$ cat src/gpe_defs.vh
// Register offsets, reset values and field positions of the port block
`ifndef GPE_DEFS_VH
`define GPE_DEFS_VH
`define GPE_OFS_DIR 12'h400
`define GPE_OFS_IS 12'h404
`define GPE_OFS_IBE 12'h408
`define GPE_OFS_IEV 12'h40C
`define GPE_OFS_IM 12'h410
`define GPE_OFS_RIS 12'h414
`define GPE_OFS_MIS 12'h418
`define GPE_OFS_ICR 12'h41C
`define GPE_OFS_AFSEL 12'h420
`define GPE_OFS_DR2R 12'h500
`define GPE_OFS_DR4R 12'h504
`define GPE_OFS_DR8R 12'h508
`define GPE_OFS_ODR 12'h50C
`define GPE_OFS_PUR 12'h510
`define GPE_OFS_PDR 12'h514
`define GPE_OFS_SLR 12'h518
`define GPE_OFS_DEN 12'h51C
`define GPE_OFS_ID_FIRST 12'hFD0
`define GPE_DATA_SEL_MSB 11
`define GPE_DATA_SEL_LSB 10
`define GPE_MASK_MSB 9
`define GPE_MASK_LSB 2
`define GPE_ID_IDX_MSB 5
`define GPE_ID_IDX_LSB 2
`define GPE_ID_IDX_BASE 4'h4
`define GPE_ID_WORDS 12
`define GPE_RST_ZERO 8'h00
`define GPE_RST_DR2R 8'hFF
`define GPE_RST_PUR 8'hFF
`define GPE_RST_DEN 8'hFF
`define GPE_PORT_B 3'h1
`define GPE_PORT_C 3'h2
`define GPE_RST_AFSEL_B 8'h80
`define GPE_RST_AFSEL_C 8'h0F
`define GPE_TRST_PIN 15
`endif

$ cat src/gpe_sync.v
// Two-flop synchroniser for a vector of pin levels
module gpe_sync #(
  parameter W = 8
) (
  input wire CLK, // System clock
  input wire RST_N, // Asynchronous reset, active low
  input wire [W-1:0] D, // Asynchronous levels
  output wire [W-1:0] Q // Synchronised levels
);
  reg [W-1:0] meta_reg;
  reg [W-1:0] sync_reg;

  always @(posedge CLK or negedge RST_N) begin
    if (!RST_N) begin
      meta_reg <= {W{1'b0}};
      sync_reg <= {W{1'b0}};
    end else begin
      meta_reg <= D;
      sync_reg <= meta_reg;
    end
  end

  assign Q = sync_reg;
endmodule // gpe_sync

$ cat src/gpe_top.v
// Five eight-pin I/O ports, differing only in AFSEL reset value, with masked data window and pin interrupts
`include "gpe_defs.vh"

module gpe_top #(
  parameter NP = 5, // Number of ports
  parameter [95:0] IDENT_WORDS = 96'h0C0B0A09_08070605_04030201 // Arbitrary identification values
) (
  input wire CLK, // System clock
  input wire RST_N, // Power-on or external reset, active low
  input wire [NP-1:0] CLK_GATE, // Per-port clock-gating enable
  input wire [2:0] ACC_PORT, // Port selected for an access
  input wire [11:0] ACC_ADDR, // Byte offset within the port
  input wire ACC_WR, // Write strobe
  input wire ACC_RD, // Read strobe
  input wire [7:0] ACC_WDATA, // Write data
  output reg [7:0] ACC_RDATA, // Read data, valid with ACC_RVALID
  output reg ACC_RVALID, // Read answer pulse
  input wire [NP*8-1:0] PIN_IN, // Pad input levels
  output wire [NP*8-1:0] PIN_OUT, // Pad output levels
  output wire [NP*8-1:0] PIN_OE, // Pad output enables, high drives
  output wire [NP*8-1:0] ALT_IN, // Synchronised levels to peripherals
  input wire [NP*8-1:0] ALT_OUT, // Peripheral output levels
  input wire [NP*8-1:0] ALT_OE, // Peripheral output enables
  output wire [NP*8-1:0] PAD_DRV2, // Low drive select
  output wire [NP*8-1:0] PAD_DRV4, // Mid drive select
  output wire [NP*8-1:0] PAD_DRV8, // High drive select
  output wire [NP*8-1:0] PAD_ODR, // Open-drain select
  output wire [NP*8-1:0] PAD_PU, // Pull-up select
  output wire [NP*8-1:0] PAD_PD, // Pull-down select
  output wire [NP*8-1:0] PAD_SLEW, // Slew-rate control select
  output wire [NP*8-1:0] PAD_DEN, // Digital pad enable
  output wire [NP-1:0] IRQ, // Per-port interrupt, active high
  output wire TEST_RST_N // Test logic reset, active low
);
  localparam W = 8;

  wire [NP*W-1:0] rd_all;
  wire [NP*W-1:0] afsel_all;
  wire [W-1:0] addr_mask = ACC_ADDR[`GPE_MASK_MSB:`GPE_MASK_LSB];
  wire in_data_win = (ACC_ADDR[`GPE_DATA_SEL_MSB:`GPE_DATA_SEL_LSB] == 2'h0);
  wire in_id_win = (ACC_ADDR >= `GPE_OFS_ID_FIRST) && (ACC_ADDR[1:0] == 2'h0);
  reg [W-1:0] rd_merge;
  integer k;
  reg [1:0] settle_reg;
  wire edge_armed = (settle_reg == 2'h3);

  // Synchronisers leave reset at zero, so the first transitions after reset are not real pin events
  always @(posedge CLK or negedge RST_N) begin
    if (!RST_N) begin
      settle_reg <= 2'h0;
    end else if (settle_reg != 2'h3) begin
      settle_reg <= settle_reg + 2'h1;
    end
  end

  function [W-1:0] afsel_default;
    input [2:0] port;
    begin
      case (port)
        `GPE_PORT_B: afsel_default = `GPE_RST_AFSEL_B;
        `GPE_PORT_C: afsel_default = `GPE_RST_AFSEL_C;
        default: afsel_default = `GPE_RST_ZERO;
      endcase
    end
  endfunction

  function [W-1:0] ident_word;
    input [3:0] idx;
    reg [3:0] n;
    begin
      n = idx - `GPE_ID_IDX_BASE;
      if (n < `GPE_ID_WORDS) begin
        ident_word = IDENT_WORDS[n*8 +: 8];
      end else begin
        ident_word = `GPE_RST_ZERO;
      end
    end
  endfunction

  genvar p;
  generate
    for (p = 0; p < NP; p = p + 1) begin : g_port
      localparam [2:0] PIDX = p;
      wire [W-1:0] pin_sync;
      reg [W-1:0] pin_direction_reg;
      reg [W-1:0] alt_function_select_reg;
      reg [W-1:0] pin_value_reg;
      reg [W-1:0] pin_value_next;
      reg [W-1:0] pin_prev_reg;
      reg [W-1:0] irq_sense_select_reg;
      reg [W-1:0] irq_dual_edge_select_reg;
      reg [W-1:0] irq_polarity_select_reg;
      reg [W-1:0] irq_enable_mask_reg;
      reg [W-1:0] edge_latch_reg;
      reg [W-1:0] edge_latch_next;
      reg [W-1:0] drive_low_select_reg;
      reg [W-1:0] drive_mid_select_reg;
      reg [W-1:0] drive_high_select_reg;
      reg [W-1:0] open_drain_select_reg;
      reg [W-1:0] pull_up_select_reg;
      reg [W-1:0] pull_down_select_reg;
      reg [W-1:0] slew_control_select_reg;
      reg [W-1:0] digital_pad_enable_reg;
      reg irq_reg;
      reg [W-1:0] rd_val;
      wire sel = CLK_GATE[p] && (ACC_PORT == PIDX);
      wire wr = sel && ACC_WR;
      wire [W-1:0] rising = pin_sync & ~pin_prev_reg;
      wire [W-1:0] falling = ~pin_sync & pin_prev_reg;
      wire [W-1:0] single_hit = (irq_polarity_select_reg & rising) | (~irq_polarity_select_reg & falling);
      wire [W-1:0] edge_hit = (irq_dual_edge_select_reg & (rising | falling)) |
                              (~irq_dual_edge_select_reg & single_hit);
      wire [W-1:0] level_hit = ~(pin_sync ^ irq_polarity_select_reg);
      wire [W-1:0] irq_raw_flags = (irq_sense_select_reg & level_hit) |
                                   (~irq_sense_select_reg & edge_latch_reg);
      wire [W-1:0] irq_masked_flags = irq_raw_flags & irq_enable_mask_reg;
      wire [W-1:0] irq_flag_clear = (wr && (ACC_ADDR == `GPE_OFS_ICR)) ? ACC_WDATA : `GPE_RST_ZERO;
      wire [W-1:0] eff_oe = (alt_function_select_reg & ALT_OE[p*W +: W]) |
                            (~alt_function_select_reg & pin_direction_reg);
      wire [W-1:0] eff_out = (alt_function_select_reg & ALT_OUT[p*W +: W]) |
                             (~alt_function_select_reg & pin_value_reg);

      // Pins are asynchronous to the system clock
      gpe_sync #(
        .W(W)
      ) u_sync (
        .CLK(CLK),
        .RST_N(RST_N),
        .D(PIN_IN[p*W +: W]),
        .Q(pin_sync)
      );

      always @* begin
        pin_value_next = (pin_direction_reg & pin_value_reg) | (~pin_direction_reg & pin_sync);
        if (wr && in_data_win) begin
          pin_value_next = (pin_value_next & ~addr_mask) | (ACC_WDATA & addr_mask);
        end
        // Set wins over a clear arriving in the same cycle
        edge_latch_next = (edge_latch_reg & ~irq_flag_clear) |
                          (edge_hit & ~irq_sense_select_reg & {W{edge_armed}});
      end

      always @(posedge CLK or negedge RST_N) begin
        if (!RST_N) begin
          pin_direction_reg <= `GPE_RST_ZERO;
          alt_function_select_reg <= afsel_default(PIDX);
          pin_value_reg <= `GPE_RST_ZERO;
          pin_prev_reg <= `GPE_RST_ZERO;
          irq_sense_select_reg <= `GPE_RST_ZERO;
          irq_dual_edge_select_reg <= `GPE_RST_ZERO;
          irq_polarity_select_reg <= `GPE_RST_ZERO;
          irq_enable_mask_reg <= `GPE_RST_ZERO;
          edge_latch_reg <= `GPE_RST_ZERO;
          drive_low_select_reg <= `GPE_RST_DR2R;
          drive_mid_select_reg <= `GPE_RST_ZERO;
          drive_high_select_reg <= `GPE_RST_ZERO;
          open_drain_select_reg <= `GPE_RST_ZERO;
          pull_up_select_reg <= `GPE_RST_PUR;
          pull_down_select_reg <= `GPE_RST_ZERO;
          slew_control_select_reg <= `GPE_RST_ZERO;
          digital_pad_enable_reg <= `GPE_RST_DEN;
          irq_reg <= 1'b0;
        end else begin
          pin_value_reg <= pin_value_next;
          pin_prev_reg <= pin_sync;
          edge_latch_reg <= edge_latch_next;
          irq_reg <= |irq_masked_flags;
          if (wr) begin
            case (ACC_ADDR)
              `GPE_OFS_DIR: begin
                pin_direction_reg <= ACC_WDATA;
              end
              `GPE_OFS_IS: begin
                irq_sense_select_reg <= ACC_WDATA;
              end
              `GPE_OFS_IBE: begin
                irq_dual_edge_select_reg <= ACC_WDATA;
              end
              `GPE_OFS_IEV: begin
                irq_polarity_select_reg <= ACC_WDATA;
              end
              `GPE_OFS_IM: begin
                irq_enable_mask_reg <= ACC_WDATA;
              end
              `GPE_OFS_AFSEL: begin
                alt_function_select_reg <= ACC_WDATA;
              end
              `GPE_OFS_DR2R: begin
                drive_low_select_reg <= ACC_WDATA;
              end
              `GPE_OFS_DR4R: begin
                drive_mid_select_reg <= ACC_WDATA;
              end
              `GPE_OFS_DR8R: begin
                drive_high_select_reg <= ACC_WDATA;
              end
              `GPE_OFS_ODR: begin
                open_drain_select_reg <= ACC_WDATA;
              end
              `GPE_OFS_PUR: begin
                pull_up_select_reg <= ACC_WDATA;
              end
              `GPE_OFS_PDR: begin
                pull_down_select_reg <= ACC_WDATA;
              end
              `GPE_OFS_SLR: begin
                slew_control_select_reg <= ACC_WDATA;
              end
              `GPE_OFS_DEN: begin
                digital_pad_enable_reg <= ACC_WDATA;
              end
              default: begin
              end
            endcase
          end
        end
      end

      // Read data is zero unless this port is selected and clocked
      always @* begin
        rd_val = `GPE_RST_ZERO;
        if (sel) begin
          if (in_data_win) begin
            rd_val = pin_value_reg & addr_mask;
          end else if (in_id_win) begin
            rd_val = ident_word(ACC_ADDR[`GPE_ID_IDX_MSB:`GPE_ID_IDX_LSB]);
          end else begin
            case (ACC_ADDR)
              `GPE_OFS_DIR: rd_val = pin_direction_reg;
              `GPE_OFS_IS: rd_val = irq_sense_select_reg;
              `GPE_OFS_IBE: rd_val = irq_dual_edge_select_reg;
              `GPE_OFS_IEV: rd_val = irq_polarity_select_reg;
              `GPE_OFS_IM: rd_val = irq_enable_mask_reg;
              `GPE_OFS_RIS: rd_val = irq_raw_flags;
              `GPE_OFS_MIS: rd_val = irq_masked_flags;
              `GPE_OFS_AFSEL: rd_val = alt_function_select_reg;
              `GPE_OFS_DR2R: rd_val = drive_low_select_reg;
              `GPE_OFS_DR4R: rd_val = drive_mid_select_reg;
              `GPE_OFS_DR8R: rd_val = drive_high_select_reg;
              `GPE_OFS_ODR: rd_val = open_drain_select_reg;
              `GPE_OFS_PUR: rd_val = pull_up_select_reg;
              `GPE_OFS_PDR: rd_val = pull_down_select_reg;
              `GPE_OFS_SLR: rd_val = slew_control_select_reg;
              `GPE_OFS_DEN: rd_val = digital_pad_enable_reg;
              default: rd_val = `GPE_RST_ZERO;
            endcase
          end
        end
      end

      assign rd_all[p*W +: W] = rd_val;
      assign afsel_all[p*W +: W] = alt_function_select_reg;
      // Open-drain pins only ever pull low; a high is left to the pull-up
      assign PIN_OUT[p*W +: W] = eff_out & ~open_drain_select_reg;
      assign PIN_OE[p*W +: W] = eff_oe & (~open_drain_select_reg | ~eff_out);
      assign ALT_IN[p*W +: W] = pin_sync;
      assign PAD_DRV2[p*W +: W] = drive_low_select_reg;
      assign PAD_DRV4[p*W +: W] = drive_mid_select_reg;
      assign PAD_DRV8[p*W +: W] = drive_high_select_reg;
      assign PAD_ODR[p*W +: W] = open_drain_select_reg;
      assign PAD_PU[p*W +: W] = pull_up_select_reg;
      assign PAD_PD[p*W +: W] = pull_down_select_reg;
      assign PAD_SLEW[p*W +: W] = slew_control_select_reg;
      assign PAD_DEN[p*W +: W] = digital_pad_enable_reg;
      assign IRQ[p] = irq_reg;
    end
  endgenerate

  always @* begin
    rd_merge = `GPE_RST_ZERO;
    for (k = 0; k < NP; k = k + 1) begin
      rd_merge = rd_merge | rd_all[k*W +: W];
    end
  end

  always @(posedge CLK or negedge RST_N) begin
    if (!RST_N) begin
      ACC_RDATA <= `GPE_RST_ZERO;
      ACC_RVALID <= 1'b0;
    end else begin
      ACC_RVALID <= ACC_RD;
      if (ACC_RD) begin
        ACC_RDATA <= rd_merge;
      end
    end
  end

  // Raw pin feeds the test reset so it works without the system clock running
  assign TEST_RST_N = ~afsel_all[`GPE_TRST_PIN] | PIN_IN[`GPE_TRST_PIN];
endmodule // gpe_top

$ cat config.mk
export PLATFORM = sky130hd
export DESIGN_NAME = gpe_top
export DESIGN_NICKNAME = d
export VERILOG_FILES = /design/src/gpe_sync.v /design/src/gpe_top.v
export VERILOG_INCLUDE_DIRS = /design/src
export SDC_FILE = /design/constraint.sdc
export NUM_CORES = 2
export LEC_CHECK = 0
export BUFFER_PORTS_ARGS = -buffer_cell sky130_fd_sc_hd__buf_4
export CAP_MARGIN = 20
export CORE_MARGIN = 10
export CORE_UTILIZATION = 62
export CTS_BUF_LIST = sky130_fd_sc_hd__clkbuf_16
export DETAILED_ROUTE_END_ITERATION = 6
export PLACE_DENSITY = 0.82
export SLEW_MARGIN = 25
export SYNTH_ARGS = -nofsm -noshare
export SYNTH_HDL_FRONTEND = slang
export SYNTH_HIERARCHICAL = 1
export SYNTH_SLANG_ARGS = --single-unit
$ cat constraint.sdc
create_clock -name CLK -period 3 [get_ports CLK]
set_input_delay 0 -clock CLK [delete_from_list [all_inputs] [get_ports CLK]]
set_output_delay 0 -clock CLK [all_outputs]
set_load 0.01 [all_outputs]
* Word-level counts from Yosys, hierarchy flattened
Index checks and enable logic that the tools add are counted.
Word-level totals: word-level logic and storage cells 489, memories 0, input bits 152, RAM bits 0, flip-flop bits (word level) 776, bits in read-only memories 0, output and inout port bits 455, latch bits 0
Cells by class: $mul 0, $add $sub $neg 2, shift operators 1, divide/modulo/power cells 0, reductions and logical operators 99, $lt $le $gt $ge 2, muxes and demuxes 31, bitwise logic cells 228, equality and inequality tests 23
Operator list (number):
- AND 8 bit | 111
- case mux 8 bit (16 select lines) | 5
- NOT 8 bit | 56
- bitwise OR 8 bit | 54
- 2-to-1 mux 8 bit | 26
- == test 12 x 11 -> 1 bit, second input constant | 17
- AND reduction 2 bit | 70
- indexed part select 96 x 8 -> 8 bit, first input constant | 1
- OR reduction 8 bit | 5
- XOR 8 bit | 5
- logical AND 1 bit | 21
- greater-or-equal comparator 12 bit, second input constant | 1
- == test 3 x 2 -> 1 bit, second input constant | 2
- zero test 2 bit | 2
- less-than comparator 4 bit, second input constant | 1
- subtractor 4 x 3 -> 4 bit, second input constant | 1
- == test 3 x 1 -> 1 bit, second input constant | 1
- == test 3 bit, second input constant | 1
- zero test 3 bit | 1
- adder 2 x 1 -> 2 bit, second input constant | 1
- == test 2 bit, second input constant | 1
- inequality test 2 bit, second input constant | 1
- NOT 1 bit | 1
- bitwise OR 1 bit | 1

* Longest topological paths before layout
word-level depth 13, depth in mapped cells 13, mapped depth without buffers 9

* Modules after synthesis
Netlist, hierarchy kept.
By module, submodules not included:
- gpe_top | area an instance 36447.5 µm², cells an instance 3324, instances 1
- gpe_sync | area an instance 400.4 µm², cells an instance 16, instances 5

* Least setup slack after synthesis
Ideal clock, no wire load.
kind input to register, start input ACC_ADDR[3], end register ACC_RDATA[2], path buffers 3, required time 2867 ps, setup slack 536 ps, arrival 2331 ps, stages 12, path through clkbuf_1 > inv_1 > ha_1 > or3b_2 > clkbuf_1 > nor3_1 > buf_4 > a222oi_1 > o2111ai_1 > o41a_1 > a211oi_1 > a31oi_1
On the way: longest elaborated chain between the ends 10
Ends and longest elaborated chain:
- from (decl) | line gpe_top.v:12 | input wire [11:0] ACC_ADDR,
- subtractor 4 x 3 -> 4 bit (no source line)
- indexed part select 96 x 8 -> 8 bit / less-than comparator 4 bit (equally long branches)
- 2-to-1 mux 8 bit | line gpe_top.v:72 | if (n < `GPE_ID_WORDS) begin
- 2-to-1 mux 8 bit | line gpe_top.v:225 | end else if (in_id_win) begin
- 2-to-1 mux 8 bit | line gpe_top.v:223 | if (in_data_win) begin
- 2-to-1 mux 8 bit | line gpe_top.v:222 | if (sel) begin
- bitwise OR 8 bit (3 in a row) | line gpe_top.v:272 | rd_merge = rd_merge | rd_all[k*W +: W];
- bitwise OR 8 bit * | line gpe_top.v:272
- to (signal assigned) | line gpe_top.v:278 | ACC_RDATA <= `GPE_RST_ZERO;
- to (signal assigned) | line gpe_top.v:283 | ACC_RDATA <= rd_merge;
- to (decl) | line gpe_top.v:16 | output reg [7:0] ACC_RDATA,
Every way passes the cells marked *; elsewhere a longest branch is shown, timed or not. A chain may end at the register's enable or synchronous reset.

* Final worst setup path
start input ACC_ADDR[6], end register g_port[0].open_drain_select_reg[4]
On the way: longest elaborated chain between the ends 2
Ends and longest elaborated chain:
- == test 12 x 11 -> 1 bit | line gpe_top.v:169 | case (ACC_ADDR)
- AND reduction 2 bit (no source line)
- to (signal assigned) | line gpe_top.v:157 | open_drain_select_reg <= `GPE_RST_ZERO;
- to (decl) | line gpe_top.v:99 | reg [W-1:0] open_drain_select_reg;
Every way passes these cells.

==> impl_metrics.py <==
metrics = {
    "grt": {
        "grt_overflow": 0,
        "gr-usage-all-layers_pct": 55.1,
        "grt_antenna_before_repair": 10,
        "grt_util_met3_pct": 27.5,
        "top_usage_layer": "met2",
        "grt_pass1_wl_microns": 285000,
        "grt_pass1_vias": 39694,
        "grt_max_degree": 94,
        "met2_usage_pct": 78.5,
        "grt_use_met1_pct": 61.9,
    },
    "synthesis": {
        "yosysWarningCount": 6,
        "netlist_area_sq_um": 38400,
        "ys_types": 79,
        "synth_top_cell_by_area": "dfrtp_1",
        "synth-seq-area-share_pct": 50.9,
        "synth-seq-cells": 776,
        "syn_avg_cell_area_sq_um": 11.3,
        "syn_nets": 3646,
        "synth_edf_count": 0,
        "synth_flop_cell": "dfrtp_1",
        "synth_top_cell_area_share_pct": 42.4,
        "synth-async-reset-ratio_pct": 100,
        "ys_top_cells_by_area": "dfrtp_1 42%, mux2_2 16%, dfstp_2 8.5%",
        "synthCells": 3404,
    },
    "timing": {
        "max_clock_freq_ghz": 0.323,
        "maxSlewHeadroom_pct": 21.7,
        "tightest_slew_ns": 1.17,
        "post-route-period-util_pct": 103,
        "report.final.hold_viol_count": 0,
        "finalWorstSetupSlack_ns": -0.0951,
        "setup_violations": 11,
        "fin_crit_ns": 3.10,
        "rsz0062_at_grt": "no",
        "finClkSkew_ns": 0.0358,
        "slew_viol_final": 0,
        "setup_tns_ns": -0.748,
    },
    "clock_network": {
        "clockRootBuffer": "clkbuf_16",
        "cts_setup_buffers": 0,
        "cts_made_buffers": 78,
        "cts.sinks": 776,
        "path_clk_slew_ns": 0.06,
        "clk_latency_ns": 0.66,
        "cts_buffer_depth": 3,
        "cts_htree_levels": 3,
        "tritoncts": "yes",
    },
    "route": {
        "wirelength_microns": 204000,
        "first_pass_iters": 7,
        "drtIter0Drc": 7065,
        "dr_total_vias": 38911,
        "drc": 80,
        "viasPerCell": 7.54,
        "wl_per_cell_microns": 39.5,
        "ant_nets": 0,
    },
    "die": {
        "die_y_microns": 269,
        "num_rows": 91,
        "initial_core_util_pct": 62.4,
        "coreArea_sq_um": 61600,
        "pin_count": 607,
        "die_x_microns": 269,
        "die_area_sq_um": 72400,
    },
    "finish": {
        "drive_gt1_share_pct": 40.3,
        "register_area_sq_um": 19600,
        "fill_cells": 3389,
        "finalNetCount": 4486,
        "multi_input_area_sq_um": 17600,
        "layout_common_cells": "850 x buf_4, 651 x dfrtp_1, 537 x mux2_2, 291 x nand2_1, 180 x a21oi_1",
        "layout_commonest_cell": "buf_4",
        "area_growth_syn_to_layout_pct": 28.0,
    },
    "worst_setup_path": {
        "crit_path_start_kind": "input pin",
        "path_max_fanout": 14,
        "worst_path_max_delay_cell": "nor4bb_1",
        "worstPathArrival_ns": 3.62,
        "critPathTopFamily": "simple AND/OR/NAND/NOR gates",
        "path_common_cell": "buf_4",
        "cp-end-kind": "flip-flop",
        "worstSetupPathType": "in2reg",
        "reg2reg_depth": 7,
        "cpPeakStageDelay_ns": 0.62,
        "crit_buf_inv": 3,
        "cp_data_required_time_ns": 3.53,
        "cp_cell_sequence": "dlygate4sd3_1 -> buf_4 -> nor4bb_1 -> and2_1 -> nand2_1 -> nor2_1 -> buf_4 -> mux2_2",
        "crit_cells": 8,
    },
    "hold_path": {
        "hold_path.class": "in2async",
    },
    "place": {
        "gp_congestion": 1.09,
        "io_buffers": 606,
        "place_hpwl_microns": 136000,
    },
    "power": {
        "powerDensity_nw_per_um2": 466,
        "total_power_mw": 22.9,
        "power.leakage_nw": 23.1,
        "vdd.ir_drop.worst_mv": 0.528,
    },
    "outcome": {
        "violations": "design-rule violations, negative setup slack",
        "status": "finished, violations left",
    },
    "job": {
        "drv_cap": 0,
    },
}
## kinds of logic (layout without fill, tap and decap cells)
group                    Yosys count  after routing  share of synthesized area [%]
flip-flops                       776            776                           50.9
AND/OR/NAND/NOR                  770            770                           9.65
AO/OA/AOI/OAI                    754            754                           13.6
multiplexers                     641            641                           18.4
buffers and inverters            332           1237                           3.52
adder cells (fa/ha/maj)           90             90                           2.93
XOR/XNOR                          41             41                          0.934
other                              0             14                              0
## per-layer routing
layer / vias to the layer above / wire (microns)
met3: 1594 / 35700
met2: 4645 / 83700
li1: 14135 / -
met4: 8 / 21000
met5: - / 97
met1: 18529 / 63300
## path summary, 6_finish.rpt
kind / slack [ns] / to / startpoint
max: -0.1 / g_port[0].open_drain_select_reg[4] / ACC_ADDR[6]
min: 0.0006 / g_port[4].u_sync/meta_reg[7] / RST_N
max reg2reg: 0.08 / ACC_RDATA[0] / g_port[0].u_sync/Q[0]
min reg2reg: 0.34 / g_port[4].u_sync/Q[0] / g_port[4].u_sync/meta_reg[0]
max in group asynchronous: 1.81 / g_port[1].alt_function_select_reg[7] / RST_N
min in group CLK: 0.01 / g_port[0].u_sync/meta_reg[3] / PIN_IN[3]
## cell usage after synthesis (10+ instances only)
library cell,count
a21oi_1,180
xnor2_1,35
o2bb2ai_1,20
nor4_1,12
inv_1,140
a32o_1,46
ha_1,90
o22ai_1,27
nor2b_1,66
clkbuf_1,123
o21ai_0,113
mux2i_1,104
nand3_1,74
nor2_1,175
nand4_1,26
dfrtp_1,651
nor3b_1,10
a31oi_1,15
a221oi_1,33
buf_2,38
a2111oi_0,13
dfstp_2,125
nor2_2,41
a22oi_1,125
buf_1,19
a222oi_1,18
nand2_1,291
a211oi_1,51
a22o_1,32
mux2_2,537
nor3_1,14
## layout make-up
class | count | share of cell area, %
multi-input combinational | 2296 | 35.8
clock inverter | 64 | 1.19
inverter | 140 | 1.07
tap | 837 | 2.13
timing repair buffer | 952 | 15.8
sequential | 776 | 39.8
clock buffer | 81 | 4.12
antenna | 14 | 0.0712
## repair_timing
item                                    in CTS  in global routing
endpoints found under the setup margin       0                  2
hold buffers                                59                  3
gates resized for setup                      0                  2
endpoints found under the hold margin      155                 39
## stage by stage
step | hold slack, ns | instance area [sq um] | std cells | worst slack, ns | utilization [%]
floorplan | -0.296 | 38400 | 3404 | 0.536 | -
global placement | 0.109 | 45900 | 4936 | -0.0328 | 74.4
detailed placement | 0.110 | 45900 | 4936 | -0.107 | 74.4
CTS | 0.000558 | 49100 | 5140 | 0.134 | 79.6
global route | 0.0211 | 49200 | 5147 | 0.0256 | 79.8
finish | 0.000589 | 49200 | 5160 | -0.0951 | 79.9
## report_power, final
part           internal [mW]  switching, mW
combinational          0.596           1.16
sequential              10.6          0.198
clock                   5.72           4.65
No activity file was read; power rests on OpenSTA's default activity.
